$ cat src/shared/evflag_pkg.sv
// Purpose: Shared encodings and types for the event-branch and flag-modify executor
// Assumes: 32-bit instruction word laid out as cond/opcode/effects/dest/source
// Notes:   Field positions, opcode values and widths are named here only
package evflag_pkg;

  localparam int INSN_W    = 32;
  localparam int ADDR_W    = 20;
  localparam int FIELD_W   = 9;
  localparam int OPC_HI    = 27;
  localparam int OPC_LO    = 21;
  localparam int FX_C_BIT  = 20;
  localparam int FX_Z_BIT  = 19;
  localparam int FX_I_BIT  = 18;
  localparam int DST_HI    = 17;
  localparam int DST_LO    = 9;
  localparam int SRC_HI    = 8;
  localparam int SRC_LO    = 0;
  localparam int AUG_W     = 23;
  localparam int AUG_SHIFT = 9;
  localparam int HUB_SHIFT = 2;

  localparam logic [6:0] OPC_EVENT_BRANCH = 7'h5E;
  localparam logic [6:0] OPC_FLAG_MODIFY  = 7'h6B;
  localparam logic [1:0] FX_EVENT_HI      = 2'h1;
  localparam logic [8:0] SRC_FLAG_MODIFY  = 9'h06F;

  localparam logic [8:0] DST_STREAM_FINISHED     = 9'h00B;
  localparam logic [8:0] DST_STREAM_NOT_FINISHED = 9'h01B;
  localparam logic [8:0] DST_STREAM_EMPTY        = 9'h00A;
  localparam logic [8:0] DST_STREAM_NOT_EMPTY    = 9'h01A;
  localparam logic [8:0] DST_LOOKUP_ROLLOVER     = 9'h00D;
  localparam logic [8:0] DST_NO_LOOKUP_ROLLOVER  = 9'h01D;
  localparam logic [8:0] DST_OSC_ROLLOVER        = 9'h00C;
  localparam logic [8:0] DST_NO_OSC_ROLLOVER     = 9'h01C;

  localparam logic [ADDR_W-1:0] PC_RESET = 20'h00000;
  localparam logic              C_RESET  = 1'b0;
  localparam logic              Z_RESET  = 1'b0;

  typedef enum logic [1:0] {EXEC_CORE_REG, EXEC_LOOKUP_RAM, EXEC_SHARED_MEM} exec_mode_t;

  typedef struct packed {
    logic finished;
    logic empty;
    logic lookup_rollover;
    logic osc_rollover;
  } stream_events_t;

  typedef struct packed {
    logic              valid;
    logic [INSN_W-1:0] word;
    logic [ADDR_W-1:0] pc;
    logic              aug_valid;
    logic [AUG_W-1:0]  aug_bits;
  } fetch_t;

  typedef struct packed {
    logic              taken;
    logic [ADDR_W-1:0] target;
  } branch_t;

endpackage

$ cat src/hw/event_branch_flag_modify_exec.sv
// Purpose: Executes streamer event branches and the carry/zero truth-table modify group
// Assumes: One instruction presented per cycle with its own address and any prefix bits;
//          register operand already read and streamer flags on the core clock
// Notes:   Results are registered one cycle after the instruction is presented
// Operation
// - Opcode 1011110 with effects 01I and dest 000001011/000011011 jumps on finished set/clear.
// - Dest 000001010/000011010 jumps on the streamer-empty flag set/clear.
// - Dest 000001101/000011101 jumps on the lookup-RAM rollover flag set/clear.
// - Dest 000001100/000011100 jumps on the oscillator rollover flag set/clear.
// - The program counter is loaded only when the tested flag matches the encoded polarity.
// - With the immediate bit clear, the register value is an absolute 20-bit target.
// - With the immediate bit set and no prefix, the 9-bit source is a signed offset.
// - With a source prefix, the offset is a signed 20-bit value.
// - Relative targets are counted from the address of the following instruction.
// - The offset is added as-is in core/lookup execution and times four in shared memory.
// - Register operands give absolute targets and immediates give relative ones.
// - Carry modify decodes opcode 1101011, effects C01, modifier in dest 7:4, source 001101111.
// - Zero modify uses effects 0Z1 and dest 3:0, the combined form CZ1 with both fields.
// - Each new flag is the modifier bit indexed by the old carry and zero, carry high.
// - Carry changes only with its write effect, zero only with its own, and no register is written.
// - Modifier 0000 forces the flag to zero and 1111 forces it to one.
// - Modifier 1100 copies the old carry and 1010 copies the old zero.
`timescale 1ns/100ps

module event_branch_flag_modify_exec #(
  parameter int ADDR_W = evflag_pkg::ADDR_W
) (
  input  wire logic                       MCLK_I,
  input  wire logic                       RSTN_I,
  input  wire evflag_pkg::fetch_t         FETCH_I,
  input  wire logic [31:0]                SRC_REG_I,
  input  wire evflag_pkg::exec_mode_t     EXEC_MODE_I,
  input  wire evflag_pkg::stream_events_t EVENTS_I,
  output logic                            BRANCH_TAKEN_O,
  output logic [ADDR_W-1:0]               BRANCH_TARGET_O,
  output logic                            DONE_O,
  output logic                            CARRY_O,
  output logic                            ZERO_O
);

  function automatic logic truth_pick(input logic [3:0] table_bits, input logic c,
                                      input logic z);
    truth_pick = table_bits[{c, z}];
  endfunction

  logic [6:0]             opcode;
  logic [8:0]             dst_field;
  logic [8:0]             src_field;
  logic                   fx_c;
  logic                   fx_z;
  logic                   fx_i;
  logic                   is_event;
  logic                   is_modify;
  logic                   flag_sel;
  logic                   polarity_clear;
  logic                   dst_known;
  logic                   take;
  logic [ADDR_W-1:0]      offset;
  logic [ADDR_W-1:0]      scaled;
  logic [ADDR_W-1:0]      next_pc;
  logic [ADDR_W-1:0]      target;
  logic [3:0]             carry_truth_table;
  logic [3:0]             zero_truth_table;
  logic                   carry_nxt;
  logic                   zero_nxt;
  logic                   carry_r;
  logic                   zero_r;
  evflag_pkg::branch_t    br_nxt;
  evflag_pkg::branch_t    br_r;
  logic                   done_r;

  assign opcode    = FETCH_I.word[evflag_pkg::OPC_HI:evflag_pkg::OPC_LO];
  assign dst_field = FETCH_I.word[evflag_pkg::DST_HI:evflag_pkg::DST_LO];
  assign src_field = FETCH_I.word[evflag_pkg::SRC_HI:evflag_pkg::SRC_LO];
  assign fx_c      = FETCH_I.word[evflag_pkg::FX_C_BIT];
  assign fx_z      = FETCH_I.word[evflag_pkg::FX_Z_BIT];
  assign fx_i      = FETCH_I.word[evflag_pkg::FX_I_BIT];

  assign is_event  = FETCH_I.valid && (opcode == evflag_pkg::OPC_EVENT_BRANCH)
                     && ({fx_c, fx_z} == evflag_pkg::FX_EVENT_HI);
  assign is_modify = FETCH_I.valid && (opcode == evflag_pkg::OPC_FLAG_MODIFY) && fx_i
                     && (src_field == evflag_pkg::SRC_FLAG_MODIFY);

  always_comb
  begin
    flag_sel       = 1'b0;
    polarity_clear = 1'b0;
    dst_known      = 1'b1;
    case (dst_field)
      evflag_pkg::DST_STREAM_FINISHED:     flag_sel = EVENTS_I.finished;
      evflag_pkg::DST_STREAM_NOT_FINISHED:
      begin
        flag_sel       = EVENTS_I.finished;
        polarity_clear = 1'b1;
      end
      evflag_pkg::DST_STREAM_EMPTY:        flag_sel = EVENTS_I.empty;
      evflag_pkg::DST_STREAM_NOT_EMPTY:
      begin
        flag_sel       = EVENTS_I.empty;
        polarity_clear = 1'b1;
      end
      evflag_pkg::DST_LOOKUP_ROLLOVER:     flag_sel = EVENTS_I.lookup_rollover;
      evflag_pkg::DST_NO_LOOKUP_ROLLOVER:
      begin
        flag_sel       = EVENTS_I.lookup_rollover;
        polarity_clear = 1'b1;
      end
      evflag_pkg::DST_OSC_ROLLOVER:        flag_sel = EVENTS_I.osc_rollover;
      evflag_pkg::DST_NO_OSC_ROLLOVER:
      begin
        flag_sel       = EVENTS_I.osc_rollover;
        polarity_clear = 1'b1;
      end
      default:                             dst_known = 1'b0;
    endcase
  end

  assign take = is_event && dst_known && (flag_sel != polarity_clear);

  // Offset: 9-bit signed alone, or prefix bits over the low 9 for 20 bits
  assign offset = FETCH_I.aug_valid
                  ? ADDR_W'({FETCH_I.aug_bits[ADDR_W-evflag_pkg::AUG_SHIFT-1:0],
                             src_field})
                  : ADDR_W'({{(ADDR_W-evflag_pkg::FIELD_W){src_field[8]}}, src_field});

  assign scaled  = (EXEC_MODE_I == evflag_pkg::EXEC_SHARED_MEM)
                   ? ADDR_W'(offset << evflag_pkg::HUB_SHIFT)
                   : offset;
  assign next_pc = (EXEC_MODE_I == evflag_pkg::EXEC_SHARED_MEM)
                   ? ADDR_W'(FETCH_I.pc + ADDR_W'(1 << evflag_pkg::HUB_SHIFT))
                   : ADDR_W'(FETCH_I.pc + ADDR_W'(1));
  assign target  = fx_i ? ADDR_W'(next_pc + scaled)
                        : SRC_REG_I[ADDR_W-1:0];

  assign br_nxt.taken  = take;
  assign br_nxt.target = take ? target : br_r.target;

  assign carry_truth_table = dst_field[7:4];
  assign zero_truth_table  = dst_field[3:0];

  // Both use pre-instruction flags; table 0000/1111 force, 1100/1010 copy
  assign carry_nxt = (is_modify && fx_c)
                     ? truth_pick(carry_truth_table, carry_r, zero_r)
                     : carry_r;
  assign zero_nxt  = (is_modify && fx_z)
                     ? truth_pick(zero_truth_table, carry_r, zero_r)
                     : zero_r;

  always_ff @(posedge MCLK_I or negedge RSTN_I)
  begin
    if (!RSTN_I)
    begin
      br_r    <= '{taken: 1'b0, target: evflag_pkg::PC_RESET};
      carry_r <= evflag_pkg::C_RESET;
      zero_r  <= evflag_pkg::Z_RESET;
      done_r  <= 1'b0;
    end
    else
    begin
      br_r    <= br_nxt;
      carry_r <= carry_nxt;
      zero_r  <= zero_nxt;
      done_r  <= is_event || is_modify;
    end
  end

  assign BRANCH_TAKEN_O  = br_r.taken;
  assign BRANCH_TARGET_O = br_r.target;
  assign CARRY_O         = carry_r;
  assign ZERO_O          = zero_r;
  assign DONE_O          = done_r;

endmodule

$ cat config.mk
export PLATFORM = sky130hd
export DESIGN_NAME = event_branch_flag_modify_exec
export DESIGN_NICKNAME = d
export VERILOG_FILES = /design/src/shared/evflag_pkg.sv /design/src/hw/event_branch_flag_modify_exec.sv
export SDC_FILE = /design/constraint.sdc
export NUM_CORES = 1
export LEC_CHECK = 0
export ABC_AREA = 1
export BUFFER_PORTS_ARGS = -buffer_cell sky130_fd_sc_hd__buf_2
export CAP_MARGIN = 20
export CORE_MARGIN = 2
export CORE_UTILIZATION = 35
export CTS_CLUSTER_DIAMETER = 80
export DETAILED_ROUTE_END_ITERATION = 12
export GPL_ROUTABILITY_DRIVEN = 0
export GPL_TIMING_DRIVEN = 0
export PLACE_DENSITY_LB_ADDON = 0.1
export SLEW_MARGIN = 10
export SYNTH_ARGS = -nofsm -noshare
export SYNTH_HDL_FRONTEND = slang
export SYNTH_SLANG_ARGS = --single-unit
export TNS_END_PERCENT = 30
$ cat constraint.sdc
create_clock -name MCLK_I -period 1 [get_ports MCLK_I]
set_input_delay 0.3 -clock MCLK_I [delete_from_list [all_inputs] [get_ports MCLK_I]]
set_output_delay 0.3 -clock MCLK_I [all_outputs]
set_load 0.02 [all_outputs]
==> run metrics, run 1 <==
status finished, violations left; failing checks setup timing; Routed Wire Length 10600 um; clock root cell clkbuf_8; placed cell count 776; FF+latch count, synth 24; max-slew violation count 0; number of routed nets with antenna violations 0; share of the synthesized area in the top cell type 0.196; post-route clock period utilization 2.43; clk_lat worst skew approximately 260 ps; skew final approximately 0.037 ps; Layout Nets 843; Gate Count Post-Synth about 550; starting DRC count in detailed routing 147; fmax 411 MHz; number of global-route vias before repair 3811; Seq/Total Area, Yosys 0.182; Core ar. 0.00920 mm^2; Slew HR 0.621; Crit Reg-Reg Startpoint ZERO_O; largest net degree at the start of global routing 25; Final Worst Setup Slack -1430 ps; Comb pwr share 0.616; Hold WC Path Type primary input to async pin; top cells by area, synth nand2_1 20%, dfrtp_1 18%, ha_1 8.7%; static leakage 0.00266 uW; R2R Setup Slk -30 ps; Top-Level Pins between 100 and 150; peak supply drop 0.476 mV; hold buffers post-CTS 0; Syn Area/Cell 5.96 um^2; Setup crit end kind register; Setup-failing EPs final 46; critical path data required time 1170 ps; ys async rst share 1.00; fraction of layout instances using a drive strength above 1 0.395; PortBufs between 100 and 150; Inserted Clock Buffers 3; Least-Margin Pin Slew 569 ps; final hold viol count 0; Max Cap Viol 0; Clock Tree Buf Depth 2; prevailing post-synth register cell dfrtp_1; TNS Setup -27150 ps; syn nets about 690; DP Worst Slack -1920 ps; first-pass GRT wire length 17100 um; sequential share of power 0.229; Final HPWL DP 8410 um; Sink Count 24; Setup CP Type primary input to register; Pint approximately 2500 uW; DRT Pass-1 Iters 4; clock slew at reported path FFs 90 ps; CTS tree done; GRT overflow 0; # rows 35; Die Ht 101 um; Avg WL per Cell about 13 um; Initial Util 0.359; WP data arrival ~2600 ps; area leader, netlist nand2_1; CP max FO 4; chip width 101 um; GRT Overall Usage 0.206; RSZ-0062 raised after global routing true; cell area after synthesis between 0.003 and 0.004 mm^2; drc violations 0; initial antenna violation count 0; worst hold margin 6.41 ps; switching power 1780 uW; FF-to-FF End ZERO_O; sw frac 0.420; Via density 4.99; R2R cell count 5; clock power share 0.156; die footprint 0.0102 mm^2; Cell variety after synth 39; clock period minus worst slack 2430 ps; detailed-route via count 4053; P&R area growth vs syn 52.2%; EDFF count, synth 0; CP startpoint kind primary input; Power Dens Cells between 800 and 900 mW/mm^2; Antenna diodes 0; H-Tree Depth 1; YS warnings 0; Final Non-Filler Cells 812
cell usage after synthesis, types with 2 or more instances:
master,number
nand3_1,43
o21ai_1,12
o21bai_1,3
nand4_1,7
dfrtp_1,24
and2_1,3
inv_1,65
nor3_1,5
nor4_1,4
nand3_2,2
o21ai_0,33
nand2_2,2
nand2_1,172
or2_2,4
clkbuf_1,4
nor2_1,67
nor2_2,2
buf_2,4
ha_1,23
a21boi_0,2
a21oi_1,21
nor3_2,3
o211ai_1,2
nand3b_1,3
xnor2_1,5
mux2i_1,7
xor2_1,19
layout by cell type, fill, tap and decap left out, types with 4 or more instances in the layout:
cell	synthesis	final
nor2_1	67	52
ha_1	23	12
nand3_2	2	8
nand2_1	172	146
nand2_4	0	4
nand3_4	1	6
clkbuf_8	0	4
o21ai_1	12	14
buf_4	0	27
nand4_1	7	7
a21oi_1	21	7
inv_1	65	59
nand3_1	43	32
xor2_2	0	4
buf_2	4	105
ha_4	0	7
nor2_4	0	8
buf_6	1	16
ha_2	0	4
dfrtp_1	24	23
o21ai_0	33	27
xor2_1	19	14
a21oi_2	0	12
nand2_2	2	22
o21ai_2	0	4
inv_2	1	5
nor3_1	5	4
mux2i_1	7	7
nor2_2	2	9
per-layer routing:
metal  GRT usage  vias up  wire, um
li1            -     2091         -
met1       0.255     1863      4450
met2       0.389       91      5640
met3      0.0277        8       427
met4      0.0229        0        70
met5           0        -         0
worst max path at each step:
stage / startpoint / slack (ps) / cells after the start / to
finish: EXEC_MODE_I[0] / -1430 / 18 / BRANCH_TARGET_O[14]
global placement: FETCH_I[26] / -1930 / 18 / BRANCH_TARGET_O[18]
CTS: EXEC_MODE_I[1] / -1380 / 18 / BRANCH_TARGET_O[19]
floorplan: FETCH_I[24] / -1350 / 15 / BRANCH_TARGET_O[11]
detailed placement: FETCH_I[24] / -1920 / 18 / BRANCH_TARGET_O[18]
global route: EXEC_MODE_I[0] / -1620 / 20 / BRANCH_TARGET_O[19]
logic make-up after synthesis:
group	after synthesis	synth area share
simple gates	321	0.426
buf+inv	77	0.0914
compound gates	76	0.123
xor+xnor	24	0.0637
fa+ha+maj	24	0.0933
flops	24	0.182
mux	7	0.0212
state kept, by name (all words and copies together), names as in the netlist:
signal           count
BRANCH_TAKEN_O       1
CARRY_O              1
DONE_O               1
ZERO_O               1
BRANCH_TARGET_O     20
stage by stage:
| step | cell area, um^2 | total power, uW | util |
|---|---|---|---|
| floorplan | 3380 | 2210 | - |
| global placement | 4080 | 2790 | 0.444 |
| detailed placement | 4080 | 2810 | 0.444 |
| CTS | 4340 | 3640 | 0.472 |
| global route | 5020 | 4590 | 0.546 |
| finish | 5020 | 4240 | 0.546 |
final cells by class:
cell class / count / area, um^2
clock buffer: 4 / 55.1
sequential: 24 / 602
tap: 111 / 139
fill: 936 / 4180
buffer: 10 / 71.3
multi-input combinational: 452 / 2970
inverter: 67 / 263
timing repair buffer: 144 / 915
power by group through the flow:
stage / registers (uW) / logic (uW) / clock network [uW]
2_1_floorplan: 991 / 1220 / 0
3_5_place_dp: 990 / 1820 / 0
5_1_grt: 971 / 2890 / 729
4_1_cts: 970 / 1990 / 682
6_report: 970 / 2610 / 661
3_3_place_gp: 990 / 1800 / 0
repair_timing:
item,CTS,global route
setup endpoints to repair,47,47
setup buffers,11,22
pin swaps,28,48
endpoints found under the hold margin,0,0
resized for setup,36,124
critical path: stages:
cell     delay, ps
buf_8          100
inv_8           50
nand2_8         60
nand2_4         70
nor3b_4        230
nand3_2        150
nor3_4         200
xor2_1         200
ha_1           330
a21oi_2        210
o21ai_2         90
buf_4          150
a21oi_4        140
nand2_1         60
nand2_1         80
nand3_2         70
nand2_2         70
nand2_2         40
Power figures use the tool's default switching activity.
==> run 2, diff against run 1 <==
--- a/config.mk
+++ b/config.mk
@@ -10,5 +10,5 @@
 export CAP_MARGIN = 20
 export CORE_MARGIN = 2
-export CORE_UTILIZATION = 35
+export CORE_UTILIZATION = 45
 export CTS_CLUSTER_DIAMETER = 80
 export DETAILED_ROUTE_END_ITERATION = 12
==> constraint.sdc (replaced) <==
create_clock -name MCLK_I -period 1 [get_ports MCLK_I]
set_input_delay 0.3 -clock MCLK_I [delete_from_list [all_inputs] [get_ports MCLK_I]]
set_output_delay 0.3 -clock MCLK_I [all_outputs]
set_load 0.1 [all_outputs]
==> run 2 against run 1 <==
The flow still finishes with violations (setup timing); global-route usage grew 6.0 points; clock skew barely moved; clock-buffer cell count unchanged; via count increased by 3.6%.
==> run metrics, run 2 (synthesis gave the netlist of run 1 again) <==
Avg WL per Cell 14.0 um; initial antenna violation count 0; static leakage between 0.002 and 0.003 uW; failing checks setup timing; chip width 89.6 um; Setup CP Type primary input to register; top layer in use met4; fraction of layout instances using a drive strength above 1 0.401; number of global-route vias before repair 4019; WP data arrival between 2000 and 3000 ps; most frequent cells in the layout 146 x nand2_1, 86 x buf_2, 59 x inv_1, 50 x nor2_1, 28 x nand3_1; Initial Util 0.460; PnR Total Power 4220 uW; CP max FO 4; hold buffers post-CTS 0; DRT Pass-1 Iters 5; CTS tree done; Antenna diodes 0; clock root cell clkbuf_8; Final Worst Setup Slack -1420 ps; CP startpoint kind primary input; CP delay by family, top simple AND/OR/NAND/NOR gates; WL met3 601 um; max reg flops 20; skew final 0.113 ps; starting DRC count in detailed routing 240; Layout Nets approximately 850; met2 routed WL 5980 um; Clock Tree Buf Depth 2; placed cell count 764; fin util 0.746; Max Cap Viol 0; Setup crit end kind register; critical path data required time 1160 ps; clock slew at reported path FFs 80 ps; first-pass GRT wire length between 15000 and 20000 um; Die Ht 89.6 um; fmax 413 MHz; drc violations 0; peak supply drop 0.593 mV; final-layout fill cell count slightly below 600; die footprint 0.00803 mm^2; GRT Overall Usage 0.266; H-Tree Depth 1; Least-Margin Pin Slew 562 ps; post-route clock period utilization 2.42; Slew HR 0.625; most frequent CP cell nand2_1; RSZ-0062 raised after global routing true; cells along the critical path buf_8 > inv_8 > nand2_8 > nand2_4 > nor3b_4 > nand3_2 > buf_4 > buf_6 > xor2_1 > inv_1 > ha_4 > nand2_4 > nor2_2 > nand2_1 > nand2_2 > nand2_2 > nand2_1 > nor2_1 > nand2_1 > nand3_2 > nand2_1 > nand2_1; Inserted Clock Buffers 3; Hold WC Path Type primary input to async pin; Metal-1 WL between 4000 and 5000 um; # rows 31; Setup-failing EPs final 47; max-slew violation count 0; Power Dens Cells 788 mW/mm^2; Slowest cell on crit path ha_4; detailed-route via count 4198; CP Buf/Inv Count 5; GRT overflow 0; Final Non-Filler Cells 803; PortBufs 112; commonest non-fill, non-tap cell in the layout nand2_1; CP max stage delay 340 ps; clk_lat worst skew 260 ps; P&R area growth vs syn 62.3%; Via density 5.23; status finished, violations left; Routed Wire Length 11200 um; Sink Count 24; clock period minus worst slack 2420 ps; final hold viol count 0; Core ar. 0.00718 mm^2; number of routed nets with antenna violations 0; largest net degree at the start of global routing 25; Top-Level Pins around 140; Final HPWL DP 8060 um
[run 2: changes by cell type in the layout (fill, tap and decap cells not counted), sizes merged]
cell	before	now
clkbuf	5	8
[run 2: metal layers]
metal / vias to the layer above / track usage
met5: - / 0
met4: 0 / 0.0611
met3: 24 / 0.0238
met2: 170 / 0.505
met1: 1913 / 0.323
li1: 2091 / -
[run 2: area by class of cell]
type                            instances  area (um^2)  share of cell area
Buffer                                 10         96.3              0.0180
Clock buffer                            4         55.1              0.0103
Inverter                               67          263              0.0491
Multi-Input combinational cell        452         2950               0.552
Sequential cell                        24          603               0.113
Tap cell                               99          124              0.0231
Timing Repair Buffer                  147         1260               0.235
[run 2: final timing paths]
check | from | end | slack (ps) | depth (start not counted)
max | EXEC_MODE_I[0] | BRANCH_TARGET_O[19] | -1420 | 22
min | RSTN_I | BRANCH_TARGET_O[16] | 20 | 1
max reg2reg | ZERO_O | ZERO_O | -80 | 5
min reg2reg | BRANCH_TARGET_O[13] | BRANCH_TARGET_O[13] | 540 | 2
max in group asynchronous | RSTN_I | ZERO_O | 580 | 1
min in group MCLK_I | SRC_REG_I[7] | BRANCH_TARGET_O[7] | 280 | 3
[run 2: power breakdown]
part | internal (uW) | total (uW) | switching [uW] | leakage [uW]
Sequential | 970 | 970 | 0.575 | 0.000318
Combinational | 1110 | 2590 | 1480 | 0.00244
Clock | 351 | 653 | 302 | 0.0000288
[run 2: worst reg2reg max path, delay by kind of cell, from the launching register on]
kind | cells | cell delay, ps
AND/OR/NAND/NOR | 2 | 170
buffers and inverters | 2 | 130
flip-flops | 1 | 430
AO/OA/AOI/OAI | 1 | 260
[run 2: metrics by stage]
stage	setup slack [ps]	hold slack (ps)	TNS, ps	cell area (um^2)
6_report	-1420	18.6	-28700	5350
5_1_grt	-1600	45.5	-32590	5350
4_1_cts	-1350	32.7	-27140	5010
3_5_place_dp	-1910	324	-34710	4090
3_3_place_gp	-1900	316	-34180	4090
2_1_floorplan	-1350	4.41	-27920	3400
[run 2: timing repair]
action                                  in CTS  in global routing
gates cloned                                 0                  1
setup buffers                               28                  7
endpoints found under the setup margin      47                 47
pin swaps                                   56                 52
gates resized for setup                    173                 63
